<file path="src/logic/irq2_bank_pkg.sv">
package irq2_bank_pkg;

  // ==========================================================================
  // register map
  // ==========================================================================
  // printed offsets are register indexes; byte address is four times the index
  localparam int REG_COUNT = 6;
  localparam int FLAG_W = 16;
  localparam int DATA_W = 32;
  localparam int MIN_ADDR_W = 18;
  localparam int WORD_LSB = 2;
  localparam int SLOT_W = 3;

  localparam logic [15:0] IDX_SYSTEM_EVENT = 16'h1900;
  localparam logic [15:0] IDX_LOCK_LOOP_EVENT = 16'h1901;
  localparam logic [15:0] IDX_ACCESSORY_DETECT = 16'h1905;
  localparam logic [15:0] IDX_JACK_CLAMP_EDGE = 16'h1906;
  localparam logic [15:0] IDX_RATE_CONV_LEVEL = 16'h1908;
  localparam logic [15:0] IDX_PROCESSOR_LINE = 16'h190a;

  // storage slots, in the order of the index table below
  localparam logic [SLOT_W-1:0] SLOT_SYSTEM = 3'h0;
  localparam logic [SLOT_W-1:0] SLOT_LOCK = 3'h1;
  localparam logic [SLOT_W-1:0] SLOT_ACCESSORY = 3'h2;
  localparam logic [SLOT_W-1:0] SLOT_JACK = 3'h3;
  localparam logic [SLOT_W-1:0] SLOT_RATE = 3'h4;
  localparam logic [SLOT_W-1:0] SLOT_PROC = 3'h5;

  localparam logic [REG_COUNT-1:0][15:0] REG_INDEX = {
    IDX_PROCESSOR_LINE, IDX_RATE_CONV_LEVEL, IDX_JACK_CLAMP_EDGE,
    IDX_ACCESSORY_DETECT, IDX_LOCK_LOOP_EVENT, IDX_SYSTEM_EVENT};

  // ==========================================================================
  // field positions
  // ==========================================================================
  localparam int BIT_SHARED_MEM_COLLISION = 15;
  localparam int BIT_CONTROL_PORT_ERROR = 12;
  localparam int BIT_SYSTEM_CLOCK_FAILURE = 9;
  localparam int BIT_BOOT_COMPLETE = 7;
  localparam int BIT_LOCK_LOOP1 = 8;
  localparam int LOCK_LOOP_COUNT = 3;
  localparam int BIT_ACCESSORY_DETECT = 8;
  localparam int BIT_HEADPHONE_DETECT = 0;
  localparam int BIT_JACK1_RISE = 0;
  localparam int BIT_JACK1_FALL = 1;
  localparam int BIT_JACK2_RISE = 2;
  localparam int BIT_JACK2_FALL = 3;
  localparam int BIT_CLAMP_RISE = 4;
  localparam int BIT_CLAMP_FALL = 5;
  localparam int BIT_RATE_CONV1_IN1 = 8;
  localparam int RATE_CONV_COUNT = 4;
  localparam int BIT_RANGE_UNIT1 = 0;
  localparam int RANGE_UNIT_COUNT = 2;
  localparam int BIT_PROCESSOR_LINE3 = 2;
  localparam int PROC_LINE_COUNT = 14;

  localparam logic [15:0] ONE_BIT = 16'h0001;
  localparam logic [REG_COUNT-1:0][15:0] REG_MASK = {
    16'hffff << BIT_PROCESSOR_LINE3,
    (16'h000f << BIT_RATE_CONV1_IN1) | (16'h0003 << BIT_RANGE_UNIT1),
    16'h003f << BIT_JACK1_RISE,
    (ONE_BIT << BIT_ACCESSORY_DETECT) | (ONE_BIT << BIT_HEADPHONE_DETECT),
    16'h0007 << BIT_LOCK_LOOP1,
    (ONE_BIT << BIT_SHARED_MEM_COLLISION) | (ONE_BIT << BIT_CONTROL_PORT_ERROR) |
      (ONE_BIT << BIT_SYSTEM_CLOCK_FAILURE) | (ONE_BIT << BIT_BOOT_COMPLETE)};

  // ==========================================================================
  // positions in the packed source level vector
  // ==========================================================================
  localparam int LV_COLLISION = 0;
  localparam int LV_CTRL_ERROR = 1;
  localparam int LV_CLOCK_FAIL = 2;
  localparam int LV_BOOT = 3;
  localparam int LV_LOCK = 4;
  localparam int LV_HEADPHONE = 7;
  localparam int LV_CLAMP = 8;
  localparam int LV_JACK1 = 9;
  localparam int LV_JACK2 = 10;
  localparam int LV_RATE = 11;
  localparam int LV_RANGE = 15;
  localparam int LV_PROC = 17;
  localparam int LVL_W = 31;

  // ==========================================================================
  // bus codes and machine states
  // ==========================================================================
  localparam logic [1:0] RESP_OKAY = 2'h0;
  localparam logic [1:0] RESP_SLVERR = 2'h2;

  typedef enum logic [1:0] {W_IDLE = 2'b01, W_RESP = 2'b10} wr_state_e;
  typedef enum logic [1:0] {R_IDLE = 2'b01, R_DATA = 2'b10} rd_state_e;

endpackage

</file>
<file path="src/logic/edge_if.sv">
`timescale 1ns/10ps
interface edge_if #(parameter int W = 1);
  logic [W-1:0] rise;
  logic [W-1:0] fall;
  modport src (output rise, output fall);
  modport dst (input rise, input fall);
endinterface

</file>
<file path="src/logic/irq2_status_bank.sv">
// Added by the designer: register access over AXI4-Lite.
`timescale 1ns/10ps
// Notes on behaviour
// - shared memory collision rise sets bit 15
// - control port error rise sets bit 12
// - clock failure bit 9, boot bit 7, rising
// - lock loop flags set on either edge
// - accessory flag set by detection event pulse
// - headphone detect done rise sets bit 0
// - clamp rise bit 4, clamp fall bit 5
// - jack two rise bit 2, fall bit 3
// - jack one rise bit 0, fall bit 1
// - rate converter lock flags on either edge
// - range unit detect flags on either edge
// - processor line n sets bit n-1, rising
// - writing one clears; zero leaves flag alone
module irq2_status_bank #(
  parameter int ADDR_W = irq2_bank_pkg::MIN_ADDR_W
) (
  input wire logic aclk, // system clock
  input wire logic aresetn, // synchronous reset, active low
  // sources
  input wire logic shared_mem_collision, // shared memory write collision level
  input wire logic control_port_error, // control interface error level
  input wire logic system_clock_failure, // system clock fail level
  input wire logic boot_complete, // boot done level
  input wire logic [2:0] lock_loop_lock, // lock loop 3..1 lock levels
  input wire logic accessory_detect_event, // one-cycle detection event pulse
  input wire logic headphone_detect_done, // headphone detection done level
  input wire logic clamp_level, // mic accessory detect clamp level
  input wire logic jack_detect_one, // first jack detect level
  input wire logic jack_detect_two, // second jack detect level
  input wire logic [3:0] rate_conv_lock, // c2in2, c2in1, c1in2, c1in1 lock
  input wire logic [1:0] range_unit_signal, // dynamic range units 2, 1 detect
  input wire logic [13:0] processor_lines, // bit k is processor line k+3
  // axi4-lite slave
  input wire logic [ADDR_W-1:0] awaddr, // write address
  input wire logic [2:0] awprot, // unused protection
  input wire logic awvalid, // write address valid
  output logic awready, // write address ready
  input wire logic [31:0] wdata, // write data
  input wire logic [3:0] wstrb, // write byte strobes
  input wire logic wvalid, // write data valid
  output logic wready, // write data ready
  output logic [1:0] bresp, // write response
  output logic bvalid, // write response valid
  input wire logic bready, // write response ready
  input wire logic [ADDR_W-1:0] araddr, // read address
  input wire logic [2:0] arprot, // unused protection
  input wire logic arvalid, // read address valid
  output logic arready, // read address ready
  output logic [31:0] rdata, // read data
  output logic [1:0] rresp, // read response
  output logic rvalid, // read data valid
  input wire logic rready // read data ready
);

  // ==========================================================================
  // parameter check
  // ==========================================================================
  if (ADDR_W < irq2_bank_pkg::MIN_ADDR_W || ADDR_W > irq2_bank_pkg::DATA_W) begin : g_bad_a
    $error("irq2_status_bank needs ADDR_W between 18 and 32");
  end

  localparam int NR = irq2_bank_pkg::REG_COUNT;
  localparam int FW = irq2_bank_pkg::FLAG_W;

  typedef struct packed {
    logic hit;
    logic [irq2_bank_pkg::SLOT_W-1:0] slot;
  } decode_t;

  typedef struct packed {
    irq2_bank_pkg::wr_state_e wst;
    irq2_bank_pkg::rd_state_e rst;
    logic aw_got;
    logic [ADDR_W-1:0] waddr;
    logic w_got;
    logic [FW-1:0] wdata_lo;
    logic [1:0] wstrb_lo;
    logic awready;
    logic wready;
    logic bvalid;
    logic [1:0] bresp;
    logic arready;
    logic rvalid;
    logic [31:0] rdata;
    logic [1:0] rresp;
    logic [NR-1:0][FW-1:0] flags;
  } bank_state_s;

  bank_state_s state_ff;
  bank_state_s nxt_state;

  // ==========================================================================
  // address decode
  // ==========================================================================
  // byte offsets within a word are ignored; the bus moves whole words
  function automatic decode_t decode_addr(input logic [ADDR_W-1:0] addr);
    decode_t res;
    res = '0;
    for (int i = 0; i < NR; i++) begin
      // bits above the index must be zero as well, or the access misses
      if ((addr >> irq2_bank_pkg::WORD_LSB) == ADDR_W'(irq2_bank_pkg::REG_INDEX[i])) begin
        res.hit = 1'b1;
        res.slot = irq2_bank_pkg::SLOT_W'(i);
      end
    end
    return res;
  endfunction

  // ==========================================================================
  // source edges
  // ==========================================================================
  logic [irq2_bank_pkg::LVL_W-1:0] src_lvl;

  assign src_lvl = {processor_lines, range_unit_signal, rate_conv_lock, jack_detect_two,
                    jack_detect_one, clamp_level, headphone_detect_done, lock_loop_lock,
                    boot_complete, system_clock_failure, control_port_error,
                    shared_mem_collision};

  edge_if #(.W(irq2_bank_pkg::LVL_W)) src_edges ();

  source_edge_detect #(.W(irq2_bank_pkg::LVL_W)) u_edges (
    .aclk(aclk),
    .aresetn(aresetn),
    .level(src_lvl),
    .edges(src_edges.src)
  );

  logic [irq2_bank_pkg::LVL_W-1:0] rise;
  logic [irq2_bank_pkg::LVL_W-1:0] fall;
  logic [NR-1:0][FW-1:0] set_vec;

  assign rise = src_edges.rise;
  assign fall = src_edges.fall;

  always_comb begin
    set_vec = '0;
    set_vec[irq2_bank_pkg::SLOT_SYSTEM][irq2_bank_pkg::BIT_SHARED_MEM_COLLISION] =
      rise[irq2_bank_pkg::LV_COLLISION];
    set_vec[irq2_bank_pkg::SLOT_SYSTEM][irq2_bank_pkg::BIT_CONTROL_PORT_ERROR] =
      rise[irq2_bank_pkg::LV_CTRL_ERROR];
    set_vec[irq2_bank_pkg::SLOT_SYSTEM][irq2_bank_pkg::BIT_SYSTEM_CLOCK_FAILURE] =
      rise[irq2_bank_pkg::LV_CLOCK_FAIL];
    set_vec[irq2_bank_pkg::SLOT_SYSTEM][irq2_bank_pkg::BIT_BOOT_COMPLETE] =
      rise[irq2_bank_pkg::LV_BOOT];

    for (int i = 0; i < irq2_bank_pkg::LOCK_LOOP_COUNT; i++) begin
      set_vec[irq2_bank_pkg::SLOT_LOCK][irq2_bank_pkg::BIT_LOCK_LOOP1 + i] =
        rise[irq2_bank_pkg::LV_LOCK + i] | fall[irq2_bank_pkg::LV_LOCK + i];
    end
    // the detection logic already qualifies its event, so no edge is taken
    set_vec[irq2_bank_pkg::SLOT_ACCESSORY][irq2_bank_pkg::BIT_ACCESSORY_DETECT] =
      accessory_detect_event;
    set_vec[irq2_bank_pkg::SLOT_ACCESSORY][irq2_bank_pkg::BIT_HEADPHONE_DETECT] =
      rise[irq2_bank_pkg::LV_HEADPHONE];

    set_vec[irq2_bank_pkg::SLOT_JACK][irq2_bank_pkg::BIT_CLAMP_RISE] =
      rise[irq2_bank_pkg::LV_CLAMP];
    set_vec[irq2_bank_pkg::SLOT_JACK][irq2_bank_pkg::BIT_CLAMP_FALL] =
      fall[irq2_bank_pkg::LV_CLAMP];
    set_vec[irq2_bank_pkg::SLOT_JACK][irq2_bank_pkg::BIT_JACK2_RISE] =
      rise[irq2_bank_pkg::LV_JACK2];
    set_vec[irq2_bank_pkg::SLOT_JACK][irq2_bank_pkg::BIT_JACK2_FALL] =
      fall[irq2_bank_pkg::LV_JACK2];
    set_vec[irq2_bank_pkg::SLOT_JACK][irq2_bank_pkg::BIT_JACK1_RISE] =
      rise[irq2_bank_pkg::LV_JACK1];
    set_vec[irq2_bank_pkg::SLOT_JACK][irq2_bank_pkg::BIT_JACK1_FALL] =
      fall[irq2_bank_pkg::LV_JACK1];
    for (int i = 0; i < irq2_bank_pkg::RATE_CONV_COUNT; i++) begin
      set_vec[irq2_bank_pkg::SLOT_RATE][irq2_bank_pkg::BIT_RATE_CONV1_IN1 + i] =
        rise[irq2_bank_pkg::LV_RATE + i] | fall[irq2_bank_pkg::LV_RATE + i];
    end
    for (int i = 0; i < irq2_bank_pkg::RANGE_UNIT_COUNT; i++) begin
      set_vec[irq2_bank_pkg::SLOT_RATE][irq2_bank_pkg::BIT_RANGE_UNIT1 + i] =
        rise[irq2_bank_pkg::LV_RANGE + i] | fall[irq2_bank_pkg::LV_RANGE + i];
    end
    for (int i = 0; i < irq2_bank_pkg::PROC_LINE_COUNT; i++) begin
      set_vec[irq2_bank_pkg::SLOT_PROC][irq2_bank_pkg::BIT_PROCESSOR_LINE3 + i] =
        rise[irq2_bank_pkg::LV_PROC + i];
    end
  end

  // ==========================================================================
  // bus and flag state
  // ==========================================================================
  logic aw_hs;
  logic w_hs;
  logic [NR-1:0][FW-1:0] clr_vec;
  decode_t wdec;
  decode_t rdec;
  logic [FW-1:0] lane_mask;

  assign aw_hs = awvalid & state_ff.awready;
  assign w_hs = wvalid & state_ff.wready;

  always_comb begin
    nxt_state = state_ff;
    clr_vec = '0;
    wdec = '0;
    rdec = '0;
    lane_mask = '0;

    // write channel: address and data accepted in either order
    case (state_ff.wst)
      irq2_bank_pkg::W_IDLE: begin
        // an early half waits latched until the other half is taken
        if (aw_hs) begin
          nxt_state.aw_got = 1'b1;
          nxt_state.waddr = awaddr;
        end
        if (w_hs) begin
          nxt_state.w_got = 1'b1;
          nxt_state.wdata_lo = wdata[FW-1:0];
          nxt_state.wstrb_lo = wstrb[1:0];
        end
        if (nxt_state.aw_got && nxt_state.w_got) begin
          wdec = decode_addr(nxt_state.waddr);
          lane_mask = {{8{nxt_state.wstrb_lo[1]}}, {8{nxt_state.wstrb_lo[0]}}};
          if (wdec.hit) begin
            clr_vec[wdec.slot] = nxt_state.wdata_lo & lane_mask;
          end
          nxt_state.bresp = wdec.hit ? irq2_bank_pkg::RESP_OKAY : irq2_bank_pkg::RESP_SLVERR;
          nxt_state.bvalid = 1'b1;
          nxt_state.wst = irq2_bank_pkg::W_RESP;
        end
      end
      irq2_bank_pkg::W_RESP: begin
        if (bready) begin
          nxt_state.bvalid = 1'b0;
          nxt_state.aw_got = 1'b0;
          nxt_state.w_got = 1'b0;
          nxt_state.wst = irq2_bank_pkg::W_IDLE;
        end
      end
      default: begin
        nxt_state.wst = irq2_bank_pkg::W_IDLE;
      end
    endcase
    nxt_state.awready = nxt_state.wst == irq2_bank_pkg::W_IDLE && !nxt_state.aw_got;
    nxt_state.wready = nxt_state.wst == irq2_bank_pkg::W_IDLE && !nxt_state.w_got;

    // read channel: reads have no side effect on the flags
    case (state_ff.rst)
      irq2_bank_pkg::R_IDLE: begin
        // the word returned is the flags as registered before this edge
        if (arvalid && state_ff.arready) begin
          rdec = decode_addr(araddr);
          nxt_state.rdata = '0;
          if (rdec.hit) begin
            nxt_state.rdata[FW-1:0] = state_ff.flags[rdec.slot];
          end
          nxt_state.rresp = rdec.hit ? irq2_bank_pkg::RESP_OKAY : irq2_bank_pkg::RESP_SLVERR;
          nxt_state.rvalid = 1'b1;
          nxt_state.rst = irq2_bank_pkg::R_DATA;
        end
      end
      irq2_bank_pkg::R_DATA: begin
        if (rready) begin
          nxt_state.rvalid = 1'b0;
          nxt_state.rst = irq2_bank_pkg::R_IDLE;
        end
      end
      default: begin
        nxt_state.rst = irq2_bank_pkg::R_IDLE;
      end
    endcase
    nxt_state.arready = nxt_state.rst == irq2_bank_pkg::R_IDLE;

    // sticky flags; a set in the clearing cycle survives the clear
    for (int i = 0; i < NR; i++) begin
      nxt_state.flags[i] = ((state_ff.flags[i] & ~clr_vec[i]) | set_vec[i]) &
                           irq2_bank_pkg::REG_MASK[i];
    end
  end

  // reset leaves both channels idle and every flag clear
  always_ff @(posedge aclk) begin
    if (!aresetn) begin
      state_ff <= '0;
      state_ff.wst <= irq2_bank_pkg::W_IDLE;
      state_ff.rst <= irq2_bank_pkg::R_IDLE;
    end else begin
      state_ff <= nxt_state;
    end
  end

  // ==========================================================================
  // outputs
  // ==========================================================================
  // every output is a state field, so each leaves straight from a flop
  assign awready = state_ff.awready;
  assign wready = state_ff.wready;
  assign bvalid = state_ff.bvalid;
  assign bresp = state_ff.bresp;
  assign arready = state_ff.arready;
  assign rvalid = state_ff.rvalid;
  assign rdata = state_ff.rdata;
  assign rresp = state_ff.rresp;

endmodule

</file>
<file path="src/logic/source_edge_detect.sv">
`timescale 1ns/10ps
module source_edge_detect #(
  parameter int W = 1
) (
  input wire logic aclk, // system clock
  input wire logic aresetn, // synchronous reset, active low
  input wire logic [W-1:0] level, // source levels
  edge_if.src edges // rise and fall pulses
);

  // ==========================================================================
  // parameter check
  // ==========================================================================
  if (W < 1) begin : g_bad_w
    $error("source_edge_detect needs W of at least one");
  end

  typedef struct packed {
    logic primed;
    logic [W-1:0] prev;
  } det_state_s;

  det_state_s state_ff;
  det_state_s nxt_state;

  // ==========================================================================
  // state
  // ==========================================================================
  // the first cycle after reset only captures the levels: a source already
  // high at reset is not reported as a rise
  always_comb begin
    nxt_state = state_ff;
    nxt_state.primed = 1'b1;
    nxt_state.prev = level;
  end

  always_ff @(posedge aclk) begin
    if (!aresetn) begin
      state_ff <= '0;
    end else begin
      state_ff <= nxt_state;
    end
  end

  assign edges.rise = {W{state_ff.primed}} & level & ~state_ff.prev;
  assign edges.fall = {W{state_ff.primed}} & ~level & state_ff.prev;

endmodule

</file>
<file path="config.mk">
export PLATFORM = sky130hd
export DESIGN_NAME = irq2_status_bank
export DESIGN_NICKNAME = d
export VERILOG_FILES = /design/src/logic/irq2_bank_pkg.sv /design/src/logic/edge_if.sv /design/src/logic/irq2_status_bank.sv /design/src/logic/source_edge_detect.sv
export SDC_FILE = /design/constraint.sdc
export NUM_CORES = 1
export LEC_CHECK = 0
export BUFFER_PORTS_ARGS = -buffer_cell sky130_fd_sc_hd__buf_2
export CAP_MARGIN = 40
export CORE_AREA = 2 2 112 114
export CTS_CLUSTER_DIAMETER = 150
export CTS_CLUSTER_SIZE = 28
export DETAILED_ROUTE_END_ITERATION = 6
export DIE_AREA = 0 0 114 116
export GPL_TIMING_DRIVEN = 0
export PLACE_DENSITY_LB_ADDON = 0.25
export SETUP_SLACK_MARGIN = 0.2
export SLEW_MARGIN = 20
export SYNTH_ARGS = -nofsm -noshare
export SYNTH_HDL_FRONTEND = slang
export SYNTH_SLANG_ARGS = --single-unit
</file>
<file path="constraint.sdc">
create_clock -name aclk -period 2.9 [get_ports aclk]
set_input_delay 0.58 -clock aclk [delete_from_list [all_inputs] [get_ports aclk]]
set_output_delay 0.58 -clock aclk [all_outputs]
set_load 0.005 [all_outputs]
</file>
* Yosys cells after proc, flatten, opt, wreduce, memory -nomap -nowiden *
Cells that the tools add are included.

word-level totals
  register bits after elaboration = 146
  logic and storage cells = 147

cells by class
  reduce and logical (&&, ||, !) cells = 13
  bitwise gates (word level) = 37
  muxes and demuxes = 47
  equality and inequality tests = 22
  order comparisons = 3

operators by type and width
  cell                    count
  $mux W96                3
  $eq A16 B13 Y1 const B  12
  $and A96 B96 Y96        1
  $mux W19                4
  $mux W4                 16
  $and A31 B31 Y31        2
  $and A16 B16 Y16        3
  $bmux W16 S3            1
  $demux W16 S3           1
  $mux W16                3
  $mux W35                1
  $and A17 B17 Y17        2
  $mux W32                1
  $not A16 Y16            2
  $or A16 B16 Y16         2
  $not A31 Y31            1
  $not A17 Y17            1
  $and A12 B12 Y12        1
  $mux W2                 6
  $not A12 Y12            1
  $or A12 B12 Y12         1
  $and A11 B11 Y11        1
  $not A11 Y11            1
  $or A11 B11 Y11         1
  other kinds (22)        54

* Logic depth before layout (Yosys ltp) *
  depth in word-level cells = 23
  depth in mapped cells = 8

* Hierarchy *
Synthesis repeated with hierarchy kept, for this count alone.

second synthesis, totals
  cells, all modules = 739
  area total of the unflattened synthesis = 6,392.4 um^2

modules (own cells, without submodules)
  module              area each (um^2)  cells each  instances
  irq2_status_bank    4,899.7           605         1
  source_edge_detect  1,492.7           134         1

* Worst setup path before layout *
Ideal clock, no wire load.

  path type = input -> register
  start point = in awaddr[15]
  end point = reg state_ff[50] in the netlist's numbering
  path buffers = 0
  stages on the path = 5
  slack = 328 ps
  setup time = 126 ps
  data arrival time = 2,447 ps
  path through = or4b_4 -> or4_4 -> a222oi_1 -> nor3b_1 -> o32ai_1

on the way
  cells in the longest elaborated chain, start to end = 21

RTL lines
  element                                                                    RTL line                 source
  start, declared                                                            irq2_status_bank.sv:37   input wire logic [ADDR_W-1:0] awaddr,
  $mux W19 (*)                                                               irq2_status_bank.sv:209  if (aw_hs) begin
  $mux W19 (*)                                                               irq2_status_bank.sv:206  case (state_ff.wst)
  $eq A16 B13 Y1                                                             irq2_status_bank.sv:104  if ((addr >> irq2_bank_pkg::WORD_LSB) == ADDR_W'(irq2_bank_pkg::REG_INDEX[i])) begin
  $mux W4 (4 in a row)                                                       irq2_status_bank.sv:104
  $mux W4 (*)                                                                irq2_status_bank.sv:104
  $mux W4 (*)                                                                irq2_status_bank.sv:218  if (nxt_state.aw_got && nxt_state.w_got) begin
  $mux W4 (*)                                                                irq2_status_bank.sv:206
  $lt A3 B4 Y1 (implied by the code) / $ge A3 B1 Y1 (equally long branches)  irq2_status_bank.sv:222  clr_vec[wdec.slot] = nxt_state.wdata_lo & lane_mask;
  (+2 left out)                                                              n/a
  $demux W16 S3                                                              irq2_status_bank.sv:222
  $and A96 B96 Y96 (no line)                                                 n/a
  $mux W96 (*)                                                               irq2_status_bank.sv:221  if (wdec.hit) begin
  $mux W96 (*)                                                               irq2_status_bank.sv:218
  $mux W96 (*)                                                               irq2_status_bank.sv:206
  $not A6 Y6 (*)                                                             irq2_status_bank.sv:273  nxt_state.flags[i] = ((state_ff.flags[i] & ~clr_vec[i]) | set_vec[i]) &
  $and A6 B6 Y6 (*)                                                          irq2_status_bank.sv:273
  $or A6 B6 Y6 (*)                                                           irq2_status_bank.sv:273
  end signal, assigned                                                       irq2_status_bank.sv:285  state_ff <= nxt_state;
  end, declared                                                              irq2_status_bank.sv:92   bank_state_s state_ff;

Mark *: on every way between the ends. The rest lies on a longest branch, timed or not. The select of a mux whose other input is x is not followed.
A chain may end at the register's enable or synchronous reset.

* Final worst setup path *
  start point = reg state_ff, in the netlist wready
  end point = reg state_ff[52] in the netlist's numbering

on the way
  cells in the longest elaborated chain, start to end = 11

RTL lines
  element                     RTL line                 source
  $and A1 B1 Y1 (*)           irq2_status_bank.sv:196  assign w_hs = wvalid & state_ff.wready;
  $mux W19 (*)                irq2_status_bank.sv:213  if (w_hs) begin
  $mux W19 (*)                irq2_status_bank.sv:206
  $and A16 B16 Y16            irq2_status_bank.sv:222
  $and A96 B96 Y96 (no line)  n/a
  $mux W96                    irq2_status_bank.sv:221
  $mux W96 (*)                irq2_status_bank.sv:218
  $mux W96 (*)                irq2_status_bank.sv:206
  $not A6 Y6 (*)              irq2_status_bank.sv:273
  $and A6 B6 Y6 (*)           irq2_status_bank.sv:273
  $or A6 B6 Y6 (*)            irq2_status_bank.sv:273

Marked as above.

==> flow_metrics.tcl <==
set metrics [dict create \
    cap_viol_max_count 0 \
    finalHoldViolations 0 \
    rows 40 \
    ys_warn_count 0 \
    dp.cells 1001 \
    final_cell_area_mm2 0.007747 \
    synth_most_common_cell "dfxtp_1" \
    ioPinCount 158 \
    tightest_slew_ns 0.7771 \
    layout-drive-gt1-share 0.2376 \
    cpMostUsedCell "clkbuf_1" \
    ys_types 71 \
    slowest_stage "clkbuf_1" \
    area_growth_syn_to_layout_pct 24.91 \
    vdd_drop_max_mv 0.4012 \
    fin_crit_ns 2.489 \
    rsz0062_at_grt "false" \
    vias 5914 \
    avgSynthCellArea_um2 8.508 \
    whs_ns 0.2714 \
    instances_no_fill 1035 \
    globalplace.congestion 0.9485 \
    dr.pass1.iters 5 \
    synth_top_cell_by_area "dfxtp_1" \
    clk_pin_slew_ns 0.06 \
    hpwlAfterDp_mm 13.32 \
    grt_overflow 0 \
    crit_type "reg2reg" \
    status "complete, no violations" \
    grt_pass1_wl_mm 27.60 \
    clk_latency_ns 0.42 \
    diodes 0 \
    arrival_ns 2.79 \
    power.density_mw_per_mm2 771.7 \
    ys.flop_type "dfxtp_1" \
    cpPeakStageDelay_ns 0.55 \
    finalMaxSlewViolations 0 \
    antenna_found_initial 0 \
    clock_skew_ns 0.005946 \
    finalCritPeriodShare 0.8583 \
    detail-route-antenna-nets 0 \
    cts_buffer_depth 2 \
    fmax_mhz 401.8 \
    crit_path_start_kind "flop" \
    p_leak_nw 3.190 \
    cts-root-buf "clkbuf_16" \
    synthArstFlopShare 0 \
    cts_sinks 130 \
    numCtsBuffers 17 \
    r2r_slack_ns 0.41 \
    die-area_mm2 0.01322 \
    grt_max_degree 17 \
    wl_per_cell_um 17.30 \
    path_buf_inv 2 \
    required_ns 3.20 \
    ys_ff_latch 130 \
    grt_usage 0.2748 \
    end_kind "flop" \
    cts_tree "done" \
    netlist_instances 729 \
    hold_path_class "in2reg" \
    fp.coreArea_mm2 0.01191 \
    portBuffers 108 \
    drt_wl_total_mm 17.91 \
    nets 996 \
    fill_cells 964 \
    ys_seq_area_frac 0.4196 \
    synth_top_area_frac 0.4196 \
    maxSlewHeadroom 0.4819 \
    fin_total_pwr_mw 5.979 \
    synth_edf_count 0 \
    synth_area_mm2 0.006202 \
    final.setup.tns_ns 0 \
    critPathTopFamily "buffers and inverters" \
    path_cells "and2_1 > clkbuf_1 > clkbuf_1 > mux2_2 > nand2_1 > nor3b_1 > o32ai_1" \
    start_util 0.5207 \
    die_x_um 114 \
    drt-initial-drc-count 512 \
    drc_errors 0 \
    htree_levels 4 \
    die_height_um 116 \
    routed_via_density 5.714 \
    placed_area_mm2 0.006990 \
    ys_top_cells_by_area "dfxtp_1, nand2_1, a21oi_1" \
    setup_violations 0 \
    grt_pass1_vias 5467 \
    holdBufCountCts 0 \
    crit_fanout 10 \
    synth_common_cells "dfxtp_1, nand2_1, a21oi_1" \
]
==> power by group <==
part	total (mW)	internal [mW]	leakage [nW]	switching, mW
sequential	2.13	1.99	1.07	0.135
combinational	1.16	0.458	1.76	0.701
clock	2.69	1.89	0.361	0.798
total	5.98	4.34	3.19	1.63
==> per-stage QoR <==
| stage | util | setup slack (ns) |
|---|---|---|
| 6_report | 0.6504 | 0.4110 |
| 3_5_place_dp | 0.5869 | -0.2101 |
| 2_1_floorplan | - | 0.3275 |
| 3_3_place_gp | 0.5869 | -0.1899 |
| 4_1_cts | 0.6500 | 0.4700 |
| 5_1_grt | 0.6504 | 0.2650 |
==> path summary, 6_finish.rpt <==
kind | start | end | depth (start not counted)
max | wready | state_ff[52] | 7
min reg2reg | state_ff[169] | state_ff[169] | 2
min | aresetn | u_edges.state_ff[31] | 1
max reg2reg | wready | state_ff[52] | 7
==> repair_timing <==
item / in CTS / in global routing
setup endpoints to repair: 2 / 0
setup buffers: 1 / 0
gates resized for setup: 0 / 0
==> flip-flops by register name (all words and copies together), names as in the netlist <==
name and count:
bresp 1, rvalid 1, bvalid 1, awready 1
wready 1, state_ff 75, arready 1, rdata 16
rresp 1, u_edges.state_ff 32
==> cell families (layout without fill, tap and decap cells) <==
kind of cell,Yosys count,after routing,synth area share
AO/OA/AOI/OAI,178,178,0.1812
adder cells (fa/ha/maj),4,4,0.008070
XOR/XNOR,13,13,0.01836
other,1,18,0.0006046
buffers and inverters,90,232,0.08231
AND/OR/NAND/NOR,294,294,0.2568
multiplexers,19,19,0.03309
flip-flops,130,130,0.4196
==> metal layers <==
metal  GRT usage  share of wire
met5           0              0
met4      0.1171          0.030
met3     0.06590          0.070
met2      0.4742           0.49
met1      0.3289           0.41
==> final cells by class <==
class	instances	area, um^2	area share
well taps	147	183.9	0.02374
plain buffers	78	465.4	0.06008
multi-input cells	526	3153	0.4070
inverters	12	45.04	0.005814
clock buffers	18	439.2	0.05669
flip-flops and latches	130	2603	0.3359
clock inverters	14	305.3	0.03941
repair buffers	110	553.0	0.07138
==> layout by cell type, fill, tap and decap left out, drive strengths merged, types with 18 or more instances in the layout <==
cell type    n
buf        154
and2        37
a21oi       76
nand3b      21
nor2        25
nand2      112
dfxtp      130
clkbuf      52
o21ai       31
nand3       23
conb        18
Note: power is estimated with default switching activity, not from simulation.
